[config.mk]
export PLATFORM = sky130hd
export DESIGN_NAME = branch_exec
export DESIGN_NICKNAME = d
export VERILOG_FILES = /design/src/branch_exec_pkg.sv /design/src/branch_exec.sv
export SDC_FILE = /design/constraint.sdc
export NUM_CORES = 1
export LEC_CHECK = 0
export BUFFER_PORTS_ARGS = -buffer_cell sky130_fd_sc_hd__buf_2
export CORE_MARGIN = 10
export CORE_UTILIZATION = 25
export CTS_CLUSTER_SIZE = 30
export DETAILED_ROUTE_END_ITERATION = 12
export PLACE_DENSITY = 0.54
export SETUP_SLACK_MARGIN = 0.2
export SLEW_MARGIN = 20
export SYNTH_ARGS = -nofsm -noshare
export SYNTH_HDL_FRONTEND = slang
export SYNTH_SLANG_ARGS = --single-unit
export TNS_END_PERCENT = 10
[constraint.sdc]
create_clock -name clock -period 6.8 [get_ports clock]
set_input_delay 0.34 -clock clock [delete_from_list [all_inputs] [get_ports clock]]
set_output_delay 0.34 -clock clock [all_outputs]
set_load 0.02 [all_outputs]
[src/branch_exec_pkg.sv]
/*
  Package for the branch, call, return, compare and skip execution block:
  operation codes, status flag positions, cycle counts and carrier structs.
  Assumes a 16-bit word-addressed program counter and 8-bit data.
*/
package branch_exec_pkg;

  localparam int PC_WIDTH = 16;
  localparam int DATA_WIDTH = 8;
  localparam int REL_WIDTH = 12;
  localparam int COND_WIDTH = 7;

  // Status flag bit positions
  localparam int FLAG_C = 0;
  localparam int FLAG_Z = 1;
  localparam int FLAG_N = 2;
  localparam int FLAG_V = 3;
  localparam int FLAG_S = 4;
  localparam int FLAG_H = 5;
  localparam int FLAG_T = 6;
  localparam int FLAG_I = 7;

  // Cycle counts per operation
  localparam logic [2:0] CYC_REL_JUMP = 3'h2;
  localparam logic [2:0] CYC_PTR_JUMP = 3'h2;
  localparam logic [2:0] CYC_ABS_JUMP = 3'h3;
  localparam logic [2:0] CYC_REL_CALL = 3'h3;
  localparam logic [2:0] CYC_PTR_CALL = 3'h3;
  localparam logic [2:0] CYC_ABS_CALL = 3'h4;
  localparam logic [2:0] CYC_RETURN = 3'h4;
  localparam logic [2:0] CYC_ONE = 3'h1;
  localparam logic [2:0] CYC_TWO = 3'h2;
  localparam logic [2:0] CYC_THREE = 3'h3;

  localparam logic [15:0] PC_STEP_ONE = 16'h0001;
  localparam logic [15:0] PC_STEP_TWO = 16'h0002;
  localparam logic [15:0] PC_STEP_THREE = 16'h0003;
  localparam logic [7:0] FLAGS_RESET = 8'h00;
  localparam logic [15:0] PC_RESET = 16'h0000;

  typedef enum logic [4:0] {
    relative_jump_op,
    pointer_jump_op,
    absolute_jump_op,
    relative_call_op,
    pointer_call_op,
    absolute_call_op,
    subroutine_return_op,
    interrupt_return_op,
    compare_skip_equal_op,
    compare_op,
    compare_carry_op,
    compare_immediate_op,
    skip_reg_bit_clear_op,
    skip_reg_bit_set_op,
    skip_io_bit_clear_op,
    skip_io_bit_set_op,
    branch_flag_set_op,
    branch_flag_clear_op
  } op_type;

  // One decoded instruction handed to the block
  typedef struct packed {
    op_type op;
    logic [REL_WIDTH-1:0] offset;
    logic [PC_WIDTH-1:0] target;
    logic [DATA_WIDTH-1:0] dst_val;
    logic [DATA_WIDTH-1:0] src_val;
    logic [DATA_WIDTH-1:0] io_val;
    logic [2:0] bit_sel;
    logic next_is_two_words;
  } instr_type;

  // Stack handshake to the core stack
  typedef struct packed {
    logic push;
    logic pop;
    logic [PC_WIDTH-1:0] push_addr;
  } stack_req_type;

endpackage

[src/branch_exec.sv]
/*
  Execution unit for branch, call, return, compare and skip instructions of an
  8-bit RISC core. Owns the program counter and status flags register.
  Assumes the fetch path presents one decoded instruction with instr_valid for
  one cycle whenever ready is high, and that the stack returns pop_addr in the
  cycle after a pop request. All inputs are on the core clock.
*/
// What this block does
// RULE1: Relative jump loads PC+offset+1, keeps flags, takes two cycles.
// RULE2: Pointer jump loads the 16-bit pointer pair into PC, keeps flags, takes two cycles.
// RULE3: Absolute jump loads the address operand, keeps flags, takes three cycles.
// RULE4: Relative call loads PC+offset+1, keeps flags, takes three cycles.
// RULE5: Pointer call loads the pointer pair into PC, keeps flags, takes three cycles.
// RULE6: Absolute call loads the address operand, keeps flags, takes four cycles.
// RULE7: Subroutine return reloads PC from the stack, keeps flags, takes four cycles.
// RULE8: Interrupt return reloads PC from the stack, sets the interrupt enable, takes four cycles.
// RULE9: Compare-skip advances PC by two or three when registers are equal, keeps flags.
// RULE10: Compares subtract without storing and update Z, N, V, C, H (and S) in one cycle.
// RULE11: Register bit skips skip when the chosen bit is clear (or set), keeping flags.
// RULE12: I/O bit skips skip when the chosen I/O bit is clear (or set), keeping flags.
// RULE13: Branch-if-set adds offset+1 when the flag is one; one cycle untaken, two taken.
// RULE14: Branch-if-clear adds offset+1 when the flag is zero; one cycle untaken, two taken.
// RULE15: Every call pushes the next instruction address before the PC changes.
// RULE16: A skip adds two over a one-word and three over a two-word instruction, cycles follow.
// RULE17: Relative and branch offsets are signed two's complement.
`timescale 1ns/1ps
module branch_exec #(
  parameter int PC_BITS = branch_exec_pkg::PC_WIDTH
) (
  input wire logic clock,
  input wire logic rst,
  input wire logic instr_valid,
  input wire branch_exec_pkg::instr_type instr,
  input wire logic [PC_BITS-1:0] pointer_pair,
  input wire logic [PC_BITS-1:0] pop_addr,
  output branch_exec_pkg::stack_req_type stack_req,
  output logic [PC_BITS-1:0] pc,
  output logic [7:0] status_flags_register,
  output logic ready,
  output logic done
);

  // Operand and stack widths are fixed by the package, so any other width is refused
  if (PC_BITS != branch_exec_pkg::PC_WIDTH) begin : g_width_check
    $error("PC_BITS must equal the package program counter width");
  end

  typedef enum logic [1:0] {idle_st, busy_st, pop_st} state_type;

  state_type state_ff;
  logic [PC_BITS-1:0] pc_ff;
  logic [PC_BITS-1:0] nxt_pc;
  logic [PC_BITS-1:0] pend_pc_ff;
  logic [7:0] flags_ff;
  logic [2:0] wait_ff;
  logic set_i_ff;
  logic ready_ff;
  logic done_ff;
  branch_exec_pkg::stack_req_type stack_ff;

  logic [PC_BITS-1:0] rel_target;
  logic [PC_BITS-1:0] ret_addr;
  logic [PC_BITS-1:0] skip_target;
  logic [2:0] skip_cycles;
  logic [2:0] cycles;
  logic is_call;
  logic is_return;
  logic is_skip;
  logic flag_bit;
  logic [8:0] diff;
  logic [4:0] half_diff;
  logic carry_in;
  logic [7:0] rhs;
  logic [7:0] nxt_flags;

  // Signed offset extended to PC width [RULE17]
  assign rel_target = pc_ff + {{(PC_BITS-branch_exec_pkg::REL_WIDTH){instr.offset[11]}},
                      instr.offset} + branch_exec_pkg::PC_STEP_ONE;
  assign ret_addr = pc_ff + branch_exec_pkg::PC_STEP_ONE;
  assign flag_bit = flags_ff[instr.bit_sel];

  // Skip distance depends on the length of the skipped instruction [RULE16]
  assign skip_target = instr.next_is_two_words ? pc_ff + branch_exec_pkg::PC_STEP_THREE
                                               : pc_ff + branch_exec_pkg::PC_STEP_TWO;
  assign skip_cycles = instr.next_is_two_words ? branch_exec_pkg::CYC_THREE
                                               : branch_exec_pkg::CYC_TWO;

  // Compare arithmetic, result discarded [RULE10]
  assign carry_in = (instr.op == branch_exec_pkg::compare_carry_op) &
                    flags_ff[branch_exec_pkg::FLAG_C];
  assign rhs = instr.src_val;
  assign diff = {1'b0, instr.dst_val} - {1'b0, rhs} - {8'h00, carry_in};
  assign half_diff = {1'b0, instr.dst_val[3:0]} - {1'b0, rhs[3:0]} - {4'h0, carry_in};

  always_comb begin
    nxt_pc = ret_addr;
    cycles = branch_exec_pkg::CYC_ONE;
    is_call = 1'b0;
    is_return = 1'b0;
    is_skip = 1'b0;
    nxt_flags = flags_ff;
    case (instr.op)
      branch_exec_pkg::relative_jump_op: begin
        nxt_pc = rel_target; // [RULE1]
        cycles = branch_exec_pkg::CYC_REL_JUMP;
      end
      branch_exec_pkg::pointer_jump_op: begin
        nxt_pc = pointer_pair; // [RULE2]
        cycles = branch_exec_pkg::CYC_PTR_JUMP;
      end
      branch_exec_pkg::absolute_jump_op: begin
        nxt_pc = instr.target; // [RULE3]
        cycles = branch_exec_pkg::CYC_ABS_JUMP;
      end
      branch_exec_pkg::relative_call_op: begin
        nxt_pc = rel_target; // [RULE4]
        cycles = branch_exec_pkg::CYC_REL_CALL;
        is_call = 1'b1;
      end
      branch_exec_pkg::pointer_call_op: begin
        nxt_pc = pointer_pair; // [RULE5]
        cycles = branch_exec_pkg::CYC_PTR_CALL;
        is_call = 1'b1;
      end
      branch_exec_pkg::absolute_call_op: begin
        nxt_pc = instr.target; // [RULE6]
        cycles = branch_exec_pkg::CYC_ABS_CALL;
        is_call = 1'b1;
      end
      branch_exec_pkg::subroutine_return_op,
      branch_exec_pkg::interrupt_return_op: begin
        cycles = branch_exec_pkg::CYC_RETURN; // [RULE7] [RULE8]
        is_return = 1'b1;
      end
      branch_exec_pkg::compare_skip_equal_op: begin
        is_skip = (instr.dst_val == instr.src_val); // [RULE9]
      end
      branch_exec_pkg::skip_reg_bit_clear_op: begin
        is_skip = ~instr.src_val[instr.bit_sel]; // [RULE11]
      end
      branch_exec_pkg::skip_reg_bit_set_op: begin
        is_skip = instr.src_val[instr.bit_sel]; // [RULE11]
      end
      branch_exec_pkg::skip_io_bit_clear_op: begin
        is_skip = ~instr.io_val[instr.bit_sel]; // [RULE12]
      end
      branch_exec_pkg::skip_io_bit_set_op: begin
        is_skip = instr.io_val[instr.bit_sel]; // [RULE12]
      end
      branch_exec_pkg::branch_flag_set_op: begin
        if (flag_bit) begin
          nxt_pc = rel_target; // [RULE13]
          cycles = branch_exec_pkg::CYC_TWO;
        end
      end
      branch_exec_pkg::branch_flag_clear_op: begin
        if (!flag_bit) begin
          nxt_pc = rel_target; // [RULE14]
          cycles = branch_exec_pkg::CYC_TWO;
        end
      end
      branch_exec_pkg::compare_op,
      branch_exec_pkg::compare_carry_op,
      branch_exec_pkg::compare_immediate_op: begin
        nxt_flags[branch_exec_pkg::FLAG_C] = diff[8]; // [RULE10]
        nxt_flags[branch_exec_pkg::FLAG_H] = half_diff[4];
        nxt_flags[branch_exec_pkg::FLAG_N] = diff[7];
        nxt_flags[branch_exec_pkg::FLAG_V] = (instr.dst_val[7] ^ rhs[7]) &
                                             (instr.dst_val[7] ^ diff[7]);
        nxt_flags[branch_exec_pkg::FLAG_S] = diff[7] ^ nxt_flags[branch_exec_pkg::FLAG_V];
        // Carry variant keeps Z set only if it was already set, for multi-byte chains
        if (instr.op == branch_exec_pkg::compare_carry_op) begin
          nxt_flags[branch_exec_pkg::FLAG_Z] = (diff[7:0] == 8'h00) &
                                               flags_ff[branch_exec_pkg::FLAG_Z];
        end else begin
          nxt_flags[branch_exec_pkg::FLAG_Z] = (diff[7:0] == 8'h00);
        end
      end
      default: begin
        nxt_pc = ret_addr;
      end
    endcase
    if (is_skip) begin
      nxt_pc = skip_target; // [RULE16]
      cycles = skip_cycles;
    end
  end

  // Sequencer: holds ready low for the remaining cycles of a multi-cycle op
  always_ff @(posedge clock) begin
    if (rst) begin
      state_ff <= idle_st;
      wait_ff <= 3'h0;
      pend_pc_ff <= branch_exec_pkg::PC_RESET;
      set_i_ff <= 1'b0;
    end else begin
      case (state_ff)
        idle_st: begin
          if (instr_valid && cycles != branch_exec_pkg::CYC_ONE) begin
            wait_ff <= cycles - 3'h2;
            pend_pc_ff <= nxt_pc;
            set_i_ff <= (instr.op == branch_exec_pkg::interrupt_return_op);
            state_ff <= is_return ? pop_st : busy_st;
          end
        end
        pop_st: begin
          // Stack answers in the cycle after the pop strobe, so let one cycle pass first
          if (wait_ff == branch_exec_pkg::CYC_RETURN - 3'h2) begin
            wait_ff <= wait_ff - 3'h1;
          end else begin
            pend_pc_ff <= pop_addr; // [RULE7] [RULE8]
            wait_ff <= wait_ff - 3'h1;
            state_ff <= busy_st;
          end
        end
        busy_st: begin
          if (wait_ff == 3'h0) begin
            state_ff <= idle_st;
          end else begin
            wait_ff <= wait_ff - 3'h1;
          end
        end
        default: begin
          state_ff <= idle_st;
        end
      endcase
    end
  end

  // Program counter changes only on the last cycle, after any push
  always_ff @(posedge clock) begin
    if (rst) begin
      pc_ff <= branch_exec_pkg::PC_RESET;
    end else if (state_ff == idle_st && instr_valid && cycles == branch_exec_pkg::CYC_ONE) begin
      pc_ff <= nxt_pc;
    end else if (state_ff == busy_st && wait_ff == 3'h0) begin
      pc_ff <= pend_pc_ff;
    end
  end

  always_ff @(posedge clock) begin
    if (rst) begin
      flags_ff <= branch_exec_pkg::FLAGS_RESET;
    end else if (state_ff == idle_st && instr_valid) begin
      flags_ff <= nxt_flags;
    end else if (state_ff == busy_st && wait_ff == 3'h0 && set_i_ff) begin
      flags_ff[branch_exec_pkg::FLAG_I] <= 1'b1; // [RULE8]
    end
  end

  // Push return address in the first cycle of a call; pop at start of a return
  always_ff @(posedge clock) begin
    if (rst) begin
      stack_ff <= '0;
    end else begin
      stack_ff.push <= (state_ff == idle_st) && instr_valid && is_call; // [RULE15]
      stack_ff.pop <= (state_ff == idle_st) && instr_valid && is_return;
      stack_ff.push_addr <= (state_ff == idle_st && instr_valid && is_call) ?
                            instr.next_is_two_words ? pc_ff + branch_exec_pkg::PC_STEP_TWO
                                                    : ret_addr
                            : stack_ff.push_addr;
    end
  end

  always_ff @(posedge clock) begin
    if (rst) begin
      ready_ff <= 1'b1;
      done_ff <= 1'b0;
    end else begin
      done_ff <= (state_ff == idle_st && instr_valid && cycles == branch_exec_pkg::CYC_ONE) ||
                 (state_ff == busy_st && wait_ff == 3'h0);
      ready_ff <= (state_ff == idle_st) ? !(instr_valid && cycles != branch_exec_pkg::CYC_ONE)
                                        : (state_ff == busy_st && wait_ff == 3'h0);
    end
  end

  assign pc = pc_ff;
  assign status_flags_register = flags_ff;
  assign stack_req = stack_ff;
  assign ready = ready_ff;
  assign done = done_ff;

endmodule

==> results of run 1 <==
logic make-up (layout without fill, tap and decap cells):
kind of cell | after synthesis | in the layout
simple gates | 254 | 254
flops | 65 | 65
xor+xnor | 58 | 58
compound gates | 218 | 218
other cells | 1 | 1
mux | 25 | 25
fa+ha+maj | 43 | 43
buf+inv | 90 | 202
power groups by stage:
stage                     clock network [mW]  registers (mW)  logic (mW)
after floorplan                            0           0.504       0.490
after global placement                     0           0.521       0.673
after detailed placement                   0           0.522       0.676
after CTS                              0.462           0.514       0.679
after global routing                   0.476           0.522       0.755
final                                  0.452           0.514       0.680
sequential cells by signal (all words and copies together) (netlist names):
name	count
stack_req	18
pc	16
pend_pc_ff	16
status_flags_register	7
wait_ff	3
state_ff	2
done	1
ready	1
set_i_ff	1
final timing paths:
check | slack [ps] | endpoint | cells after the start | from
max | 3450 | pend_pc_ff[12]$_SDFFE_PP0P_ | 11 | pc[0]$_SDFFE_PP0P_
min | 260 | pend_pc_ff[3]$_SDFFE_PP0P_ | 3 | pop_addr[3]
max reg2reg | 3450 | pend_pc_ff[12]$_SDFFE_PP0P_ | 11 | pc[0]$_SDFFE_PP0P_
min reg2reg | 460 | pend_pc_ff[0]$_SDFFE_PP0P_ | 2 | pend_pc_ff[0]$_SDFFE_PP0P_
final cells by class:
class                      instances  area share
multi-input combinational        599      0.5911
clock buffer                      11     0.03582
inverter                          40     0.02128
clock inverter                     5    0.005497
tap                              313     0.05551
timing repair buffer             146      0.1064
sequential                        65      0.1844
routing by layer:
| layer | track usage | vias up | wire length (um) |
|---|---|---|---|
| met5 | 0 | - | 0 |
| met4 | 0.03443 | 0 | 318 |
| met3 | 0.03507 | 20 | 1390 |
| met2 | 0.2443 | 220 | 10680 |
| met1 | 0.1642 | 2801 | 9263 |
| li1 | - | 2961 | - |
synth_stat cells, types with 4 or more instances:
| cell | n |
|---|---|
| nand2_1 | 72 |
| a211oi_1 | 34 |
| o21a_1 | 9 |
| nand3_1 | 18 |
| nand4_1 | 10 |
| nor2_1 | 74 |
| or3_1 | 4 |
| xnor2_1 | 35 |
| buf_1 | 4 |
| buf_2 | 5 |
| a311oi_1 | 8 |
| a22oi_1 | 7 |
| dfxtp_1 | 65 |
| nand3b_1 | 6 |
| mux2i_1 | 14 |
| o21ai_0 | 25 |
| a21o_1 | 5 |
| o221ai_1 | 5 |
| a222oi_1 | 7 |
| xor2_1 | 23 |
| a31oi_1 | 16 |
| and3_1 | 10 |
| mux4_2 | 5 |
| a21oi_1 | 36 |
| nor2b_1 | 9 |
| a211o_1 | 4 |
| nand2b_1 | 11 |
| inv_1 | 40 |
| o21ai_1 | 12 |
| clkbuf_1 | 38 |
| o31ai_1 | 4 |
| or2_2 | 7 |
| a221o_1 | 4 |
| nor3_1 | 21 |
| o211ai_1 | 8 |
| ha_1 | 40 |
| a21boi_1 | 5 |
worst reg2reg max path, stage by stage, from the launching register on:
cell and delay (ps):
dfxtp_1 620, inv_1 150, ha_1 240, fa_1 400, nand2b_1 180, a21oi_1 380
o2111ai_1 240, a21oi_1 210, nor3_1 60, nand3b_1 220, a221o_1 430, a31oi_1 160
==> results.tsv, run 1 <==
stage	metric	value	unit
floorplan	die_h	172.5	um
sta	hold_ws	261.7	ps
sta	worst_pin_slew	896.8	ps
cts	clock_sinks	65	
cts	root_buffer	clkbuf_16	
synth	seq_area_frac_synth	0.2237	
sta	rsz0062_at_grt	false	
global_routing	grt_pass1_vias	6024	
global_routing	grt_pass1_wl	33.71	mm
pwr	p_leak	2.881	nW
pwr	vdd_drop_max	110.3	uV
placed_design	io_buffer_count	138	
setup_path	cp-start-kind	flop	
layout	final_cell_mix	138 x buf_2, 74 x nor2_1, 72 x nand2_1	
synth	synth_area_per_cell	7.715	um2
floorplan	coreArea	22780	um2
cts	cts_tree	built	
cts	clkLatencyLatePin	340	ps
synth	synth_edf_count	0	
sta	finalSetupTns	0	ps
floorplan	ios	140	
synth	yosysTopAreaCellShare	0.2237	
sta	final-setup-viol-count	0	
setup_path	crit_slowest_cell	dfxtp_1	
synth	synth_compound_area_frac	0.2659	
layout	nets	1000	
sta	final_hold_viol_count	0	
sta	skew	9.931	ps
floorplan	die_w	172.5	um
cts	cts_setup_buffers	0	
global_routing	grt_start_max_net_pins	51	
synth	synth_area_leaders	dfxtp_1 22%, ha_1 8.6%, xnor2_1 5.3%, nor2_1 4.8%, nand2_1 4.6%	
layout	regArea	1301	um2
pwr	p_clk_frac	0.275	
sta	slew_headroom	0.4004	
placed_design	gp_congestion	0.8351	
placed_design	placedInstanceArea	6764	um2
pwr	switchingPower	0.6698	mW
floorplan	rows	55	
run_status	status	finished, final reports clean	
cts	cts-resized-gates	0	
route	wl_per_cell	18.36	um
layout	final_area	7056	um2
synth	ys_seq_elements	65	
layout	post-route-util	0.3098	
layout	area_delta_synth_final	21.29	%
setup_path	crit_buf_inv	1	
synth	synthArstFlopShare	0	
global_routing	gr-total-overflow	0	
pwr	p_seq_frac	0.312	
synth	synthMuxAreaShare	0.05765	
setup_path	crit_family	compound AO/OA/AOI/OAI gates	
synth	synth_top_cell_by_area	dfxtp_1	
cts	clkSlewWorstSetupHoldPaths	60	ps
setup_path	crit_top_cell	a21oi_1	
layout	drive_gt1_frac	0.2194	
layout	num_antenna_cells	0	
synth	synth_xor_area_frac	0.08733	
setup_path	critical_path_class	flop to flop	
pwr	p_int	0.9767	mW
synth	ys_warn_count	0	
placed_design	dp.cells	1163	
cts	postCtsHoldBufs	0	
route	drc_errors	0	
synth	synth_top_family_by_area	compound AO/OA/AOI/OAI gates	
floorplan	start_util	0.2554	
global_routing	grt.total_usage	0.1389	
synth	synth_cells	754	
floorplan	dieArea	29770	um2
setup_path	critPathMaxStageDelay	620	ps
layout	final_cell_count_no_fill	1179	
synth	synth_area	5817	um2
synth	yosysUniqueCellTypes	72	
setup_path	crit_fanout	11	
placed_design	place.detailed.hpwl	16.95	mm
layout	final.fill_count	2487	
sta	fin_crit	3352	ps
cts	clockBufferDepth	2	
sta	fmax	298.4	MHz
route	ant_nets	0	
sta	maxSlewViolCount	0	
pwr	finalPower	1.646	mW
sta	fin_ws	3448	ps
setup_path	worstPathArrival	3620	ps
route	routed_via_density	5.091	
setup_path	critPathRequiredTime	7070	ps
placed_design	pre_cts_slack	3195	ps
synth	synth_simple_gate_area_frac	0.2074	
route	drt-pass1-iter-count	5	
setup_path	critPathCaptureType	flop	
synth	synth_fa_ha_area_frac	0.09636	
worst_hold_path	worstHoldPathType	primary input to flop	
job	drv_cap	0	
global_routing	antenna_found_initial	2	
pwr	netSwitchingFraction	0.4068	
sta	fin_crit_sh	0.4929	
layout	final_common_cell	buf_2	
synth	synthesis.nets	893	
route	vias	6002	
route	drt-total-wl	21.65	mm
pwr	power_density	233.4	nW/um2
cts	htree_levels	3	
cts	numCtsBuffers	9	
route	drt_iter0_drc	419	
layout	multi_input_comb_area	4170	um2
synth	synth_top_flop_cell	dfxtp_1	
setup_path	cp_cell_sequence	inv_1, ha_1, fa_1, nand2b_1, a21oi_1, o2111ai_1, a21oi_1, nor3_1, nand3b_1, a221o_1, a31oi_1	
pwr	combPwrFrac	0.413	
(Power assumes the default switching activity.)
==> run 2, diff against run 1 <==
--- a/config.mk
+++ b/config.mk
@@ -5,12 +5,13 @@
 export SDC_FILE = /design/constraint.sdc
 export NUM_CORES = 1
 export LEC_CHECK = 0
+export ABC_AREA = 1
 export BUFFER_PORTS_ARGS = -buffer_cell sky130_fd_sc_hd__buf_2
 export CORE_MARGIN = 10
 export CORE_UTILIZATION = 25
 export CTS_CLUSTER_SIZE = 30
 export DETAILED_ROUTE_END_ITERATION = 12
-export PLACE_DENSITY = 0.54
+export PLACE_DENSITY = 0.55
 export SETUP_SLACK_MARGIN = 0.2
 export SLEW_MARGIN = 20
 export SYNTH_ARGS = -nofsm -noshare
==> constraint.sdc (replaced) <==
create_clock -name clock -period 3 [get_ports clock]
set_input_delay 0.15 -clock clock [delete_from_list [all_inputs] [get_ports clock]]
set_output_delay 0.15 -clock clock [all_outputs]
set_load 0.02 [all_outputs]
==> run 2 against run 1 <==
Combinational power grew to 2.8 times the previous value. Critical path depth increased by 5. Hold slack got worse by 130 ps. Via count is 32% higher. First-iteration DRC count grew 42%. Fmax up 31%. Die area grew 17%. Non-clock buffer count up 17. Area after synthesis increased by 19%.
==> results.tsv, run 2 <==
stage	metric	value	unit	change
setup_path	crit_top_cell	nand3_1		
synth	synth_cells	1239		+64%
layout	final_common_cell	nand2_1		
route	vias	7906		+32%
layout	post-route-util	0.3085		-0.001279
layout	final_cell_mix	385 x nand2_1, 192 x inv_1, 138 x buf_2		
synth	synth_area	6944	um2	+19%
cts	numCtsBuffers	9		unchanged
setup_path	crit_slowest_cell	dfxtp_1		
global_routing	grt_pass1_wl	40.87	mm	+21%
route	wl_per_cell	14.91	um	-19%
sta	fin_crit	2552	ps	-799.7 ps
placed_design	dp.cells	1727		+48%
synth	synth_top_flop_cell	dfxtp_1		
setup_path	cp-start-kind	flop		
synth	yosysUniqueCellTypes	42		-42%
setup_path	crit_fanout	7		-4
setup_path	worstPathArrival	2780	ps	-840 ps
setup_path	cp_cell_sequence	inv_1, fa_1, inv_1, nand3_1, nand3_1, nand3_1, nand3_1, nand2_1, nand2_1, nor2_1, nor2_1, nand2_1, nand3_1, nand2_1, nor2_1, nor2_1		
global_routing	gr-total-overflow	0		unchanged
layout	drive_gt1_frac	0.1568		-0.06258
job	drv_cap	0		unchanged
cts	clockBufferDepth	2		unchanged
pwr	vdd_drop_max	244.1	uV	+120%
synth	synth_area_leaders	nand2_1 21%, dfxtp_1 19%, inv_1 10%, nor2_1 7.2%, ha_1 7.2%		
cts	cts-resized-gates	0		unchanged
setup_path	crit_buf_inv	2		+1
sta	worst_pin_slew	802.5	ps	-94.29 ps
setup_path	r2r-end	pend_pc_ff[12]$_SDFFE_PP0P_		
worst_hold_path	hold_end	pend_pc_ff[15]$_SDFFE_PP0P_		
setup_path	crit_family	simple AND/OR/NAND/NOR gates		
synth	yosysTopAreaCellShare	0.2081		-0.01560
sta	fmax	391.8	MHz	+31%
synth	synthesis.nets	1378		+54%
setup_path	r2r_start	pc[1]$_SDFFE_PP0P_		
floorplan	die_h	186.7	um	+8.2%
setup_path	r2r_cells	16		+5
floorplan	coreArea	27180	um2	+19%
worst_hold_path	min_from	pop_addr[15]		
setup_path	critPathMaxStageDelay	490	ps	-130 ps
setup_path	critPathRequiredTime	3220	ps	-3850 ps
placed_design	pre_cts_slack	316.0	ps	-2879 ps
route	drc_errors	0		unchanged
synth	synth.most_common_cell	nand2_1		
cts	clkLatencyLatePin	340	ps	about the same
route	drt-total-wl	26.00	mm	+20%
pwr	finalPower	4.194	mW	+150%
sta	final-setup-viol-count	0		unchanged
synth	ys_seq_elements	65		unchanged
sta	rsz0062_at_grt	true		
synth	seq_area_frac_synth	0.1874		-0.03632
floorplan	rows	60		+9.1%
synth	yosys-top-cells-count	385 x nand2_1, 192 x inv_1, 134 x nor2_1		
cts	clkSlewWorstSetupHoldPaths	60	ps	about the same
floorplan	die_w	186.7	um	+8.2%
global_routing	grt_pass1_vias	7395		+23%
cts	clock_sinks	65		unchanged
setup_path	ff2ff_setup_slack	450	ps	-3000 ps
global_routing	grt.total_usage	0.1441		+0.005209
run_status	status	finished, final reports clean		
worst_hold_path	worstHoldPathType	primary input to flop		
pwr	power_density	500.3	nW/um2	+110%
floorplan	dieArea	34840	um2	+17%
layout	area_delta_synth_final	20.72	%	
sta	slew_headroom	0.4621		+0.06162
cts	cts_tree	built		
placed_design	io_buffer_count	138		unchanged
synth	synth_edf_count	0		unchanged
route	routed_via_density	4.533		-11%
cts	cts_setup_buffers	0		unchanged
sta	finalSetupTns	0	ps	unchanged
placed_design	place.detailed.hpwl	21.03	mm	+24%
layout	nets	1505		+51%
worst_hold_path	holdPathStages	5		+2
layout	final_cell_count_no_fill	1744		+48%
sta	fin_crit_sh	0.8507		+0.3578
layout	largest_reg_flops	18		unchanged
sta	maxSlewViolCount	0		unchanged
floorplan	start_util	0.2555		about the same
synth	synthArstFlopShare	0		unchanged
global_routing	antenna_found_initial	0		-2
synth	ys_warn_count	0		unchanged
route	drt-pass1-iter-count	5		unchanged
cts	postCtsHoldBufs	0		unchanged
cts	root_buffer	clkbuf_16		
pwr	p_leak	4.649	nW	+61%
synth	synth_top_cell_by_area	nand2_1		
floorplan	ios	140		unchanged
setup_path	critPathCaptureType	flop		
placed_design	gp_congestion	0.9130		+9.3%
route	ant_nets	0		unchanged
global_routing	grt_start_max_net_pins	50		-2.0%
sta	final_hold_viol_count	0		unchanged
sta	fin_ws	448.0	ps	-3000 ps
cts	htree_levels	3		unchanged
setup_path	critical_path_class	flop to flop		
route	drt_iter0_drc	597		+42%
sta	skew	8.637	ps	-1.294 ps
synth	synth_area_per_cell	5.605	um2	-27%
## run 2: report_power, final
group / total, mW / internal (mW) / switching (mW)
logic: 1.93 / 0.679 / 1.25
clock network: 1.15 / 0.731 / 0.418
registers: 1.12 / 0.999 / 0.120
total: 4.19 / 2.41 / 1.79
## run 2: cell families after synthesis
group                    after synthesis  share of synthesized area
AND/OR/NAND/NOR                      674                     0.4087
buffers and inverters                247                     0.1416
AO/OA/AOI/OAI                        162                     0.1218
flip-flops                            65                     0.1874
XOR/XNOR                              47                    0.05928
adder cells (fa/ha/maj)               43                    0.08072
other                                  1                  0.0005400
## run 2: layout make-up
cell class / instances / area (um2)
Antenna cell: 1 / 2.502
Clock buffer: 10 / 229.0
Clock inverter: 6 / 92.59
Fill cell: 3112 / 18790
Inverter: 200 / 750.7
Multi-Input combinational cell: 927 / 4662
Sequential cell: 65 / 1303
Tap cell: 372 / 465.4
Timing Repair Buffer: 163 / 878.3
## run 2: worst max path at each step
stage                       startpoint                                     to  slack (ps)  cells after the start
floorplan                    instr[60]  status_flags_register[0]$_SDFFE_PP0P_         510                     17
global placement             instr[60]  status_flags_register[0]$_SDFFE_PP0P_         310                     17
detailed placement           instr[60]  status_flags_register[0]$_SDFFE_PP0P_         320                     17
CTS                 pc[2]$_SDFFE_PP0P_             pend_pc_ff[5]$_SDFFE_PP0P_         440                     15
global route        pc[1]$_SDFFE_PP0P_             pend_pc_ff[4]$_SDFFE_PP0P_         200                     13
finish              pc[1]$_SDFFE_PP0P_            pend_pc_ff[12]$_SDFFE_PP0P_         450                     16
## run 2: layer usage
layer,vias to the layer above,routed length [um],share of wire,global-route usage
met4,0,333,0.013,0.03474
li1,4110,-,-,-
met2,248,10990,0.42,0.2244
met1,3529,13110,0.50,0.2030
met3,19,1559,0.060,0.02104
met5,-,0,0,0
## run 2: worst register-to-register path, delay by kind of cell, from the launching register on
kind | cells | cell delay [ps]
fa+ha+maj | 1 | 460
buf+inv | 2 | 290
flops | 1 | 490
simple gates | 13 | 1200
## run 2: metrics by stage
step                hold WS (ps)  area, um2
floorplan                  329.9       6944
global placement           452.8       8055
detailed placement         466.1       8055
CTS                        127.7       8377
global route               181.9       8381
finish                     132.6       8383
==> run 3, diff against run 2 <==
--- a/config.mk
+++ b/config.mk
@@ -9,6 +9,7 @@
 export BUFFER_PORTS_ARGS = -buffer_cell sky130_fd_sc_hd__buf_2
 export CORE_MARGIN = 10
 export CORE_UTILIZATION = 25
+export CTS_BUF_LIST = sky130_fd_sc_hd__clkbuf_8
 export CTS_CLUSTER_SIZE = 30
 export DETAILED_ROUTE_END_ITERATION = 12
 export PLACE_DENSITY = 0.55
==> run 3 against run 2 <==
Sequential share of layout area up 0.19 points. Non-clock buffer count unchanged. First-iteration DRC count up 2.5%. Final cell count about the same. Fmax down 0.33%. Wire length down 0.32%. Utilization down 0.38 points. Setup slack worse by 8.6 ps. Combinational power about the same. Critical path depth unchanged. Global-route usage down 0.059 points.
==> results.tsv, run 3 (synthesis results as in run 2) <==
stage	metric	value	unit	change
global_routing	grt_pass1_vias	7399		+0.054%
route	drc_errors	0		unchanged
global_routing	grt.total_usage	0.1435		-0.0005863
sta	finalSetupTns	0	ps	unchanged
floorplan	dieArea	34840	um2	unchanged
sta	final_hold_viol_count	0		unchanged
cts	cts_setup_buffers	0		unchanged
sta	fmax	390.5	MHz	-0.33%
sta	fin_crit_sh	0.8535		+0.002851
setup_path	worstPathArrival	2800	ps	+20 ps
global_routing	grt_start_max_net_pins	50		unchanged
placed_design	pre_cts_slack	316.0	ps	unchanged
setup_path	critPathRequiredTime	3240	ps	+20 ps
setup_path	cp-start-kind	flop		
pwr	p_leak	4.607	nW	-0.90%
sta	fin_crit	2561	ps	+8.552 ps
setup_path	critical_path_class	flop to flop		
global_routing	grt_pass1_wl	40.81	mm	-0.15%
layout	largest_reg_flops	18		unchanged
job	drv_cap	0		unchanged
cts	numCtsBuffers	9		unchanged
cts	htree_levels	3		unchanged
global_routing	antenna_found_initial	0		unchanged
route	wl_per_cell	14.87	um	-0.26%
setup_path	critPathCaptureType	flop		
setup_path	crit_top_cell	nand3_1		
run_status	status	finished, final reports clean		
layout	final_cell_mix	385 x nand2_1, 193 x inv_1, 138 x buf_2		
floorplan	coreArea	27180	um2	unchanged
floorplan	die_w	186.7	um	unchanged
route	dr_wl_met2	10.94	mm	-0.48%
placed_design	place.detailed.hpwl	21.03	mm	unchanged
placed_design	gp_congestion	0.9130		unchanged
sta	skew	13.30	ps	+4.659 ps
worst_hold_path	worstHoldPathType	primary input to flop		
cts	clkSlewWorstSetupHoldPaths	80	ps	+20 ps
sta	rsz0062_at_grt	true		
route	drt_iter0_drc	612		+2.5%
setup_path	crit_slowest_cell	dfxtp_1		
layout	drive_gt1_frac	0.1568		unchanged
layout	nets	1505		unchanged
pwr	power_density	470.7	nW/um2	-5.9%
cts	cts_tree	built		
floorplan	ios	140		unchanged
placed_design	io_buffer_count	138		unchanged
route	vias	7885		-0.27%
layout	area_delta_synth_final	19.23	%	
route	routed_via_density	4.524		-0.21%
sta	maxSlewViolCount	0		unchanged
placed_design	placedInstanceArea	8055	um2	unchanged
sta	fin_ws	439.4	ps	-8.552 ps
sta	worst_pin_slew	802.5	ps	-0.03529 ps
setup_path	cp_cell_sequence	inv_1, fa_1, inv_1, nand3_1, nand3_1, nand3_1, nand3_1, nand2_1, nand2_1, nor2_1, nor2_1, nand2_1, nand3_1, nand2_1, nor2_1, nor2_1		
cts	clkLatencyLatePin	350	ps	about the same
route	drt-total-wl	25.91	mm	-0.32%
route	ant_nets	0		unchanged
route	routed.top_layer	met4		
layout	final_common_cell	nand2_1		
pwr	vdd_drop_max	221.0	uV	-9.5%
sta	final-setup-viol-count	0		unchanged
floorplan	die_h	186.7	um	unchanged
route	drt-pass1-iter-count	5		unchanged
layout	num_antenna_cells	0		-1
route	met1_length	13.09	mm	-0.13%
setup_path	crit_fanout	7		unchanged
route	wl_met3	1.555	mm	-0.26%
layout	final_area	8279	um2	-1.2%
floorplan	rows	60		unchanged
floorplan	start_util	0.2555		unchanged
cts	root_buffer	clkbuf_8		
sta	slew_headroom	0.4621		about the same
cts	clock_sinks	65		unchanged
setup_path	critPathMaxStageDelay	500	ps	about the same
global_routing	gr-total-overflow	0		unchanged
cts	postCtsHoldBufs	0		unchanged
cts	clockBufferDepth	2		unchanged
## run 3: cell types whose count changed in the layout (fill, tap and decap cells not counted), sizes merged
cell,previous run,this run
diode,1,0
clkbuf,10,9
inv,199,200
## run 3: timing repair
item                                    in CTS  in global routing
endpoints found under the setup margin       0                  6
resized for setup                            0                  2
endpoints found under the hold margin        0                  0
## run 3: through the flow
| stage | utilization | total power, mW | std cells | hold WS, ps |
|---|---|---|---|---|
| 3_5_place_dp | 0.2964 | 3.041 | 1727 | 466.1 |
| 6_report | 0.3047 | 3.897 | 1743 | 114.5 |
| 4_1_cts | 0.3045 | 3.910 | 1743 | 107.2 |
| 2_1_floorplan | - | 2.492 | 1239 | 329.9 |
| 5_1_grt | 0.3047 | 4.241 | 1743 | 157.1 |
| 3_3_place_gp | 0.2964 | 3.029 | 1727 | 452.8 |
## run 3: path summary, 6_finish.rpt
check / slack [ps] / end / startpoint / cells past startpoint
worst max-delay path: 440 / pend_pc_ff[12]$_SDFFE_PP0P_ / pc[1]$_SDFFE_PP0P_ / 16
worst min-delay path: 110 / pend_pc_ff[15]$_SDFFE_PP0P_ / pop_addr[15] / 5
worst max register to register: 440 / pend_pc_ff[12]$_SDFFE_PP0P_ / pc[1]$_SDFFE_PP0P_ / 16
worst min register to register: 470 / stack_req[5]$_SDFFE_PP0P_ / stack_req[5]$_SDFFE_PP0P_ / 2
## run 3: power breakdown
group | switching, mW | total, mW | internal [mW]
Clock | 0.384 | 0.851 | 0.468
Sequential | 0.121 | 1.12 | 0.998
Combinational | 1.25 | 1.93 | 0.679
## run 3: cell type report
class,instances,area [um2]
Sequential cell,65,1303
Clock inverter,7,96.34
Inverter,200,750.7
Fill cell,3116,18900
Multi-Input combinational cell,927,4662
Clock buffer,9,123.9
Tap cell,372,465.4
Timing Repair Buffer,163,878.3
## run 3: routing by layer
| metal | track usage | vias up |
|---|---|---|
| met5 | 0 | - |
| met4 | 0.03102 | 0 |
| met3 | 0.02048 | 17 |
| met2 | 0.2247 | 251 |
| met1 | 0.2028 | 3516 |
| li1 | - | 4101 |
## run 3: critical path, delay by kind of cell (launching register included)
kind | cells | cell delay, ps
fa+ha+maj | 1 | 460
buf+inv | 2 | 290
flops | 1 | 500
simple gates | 13 | 1200
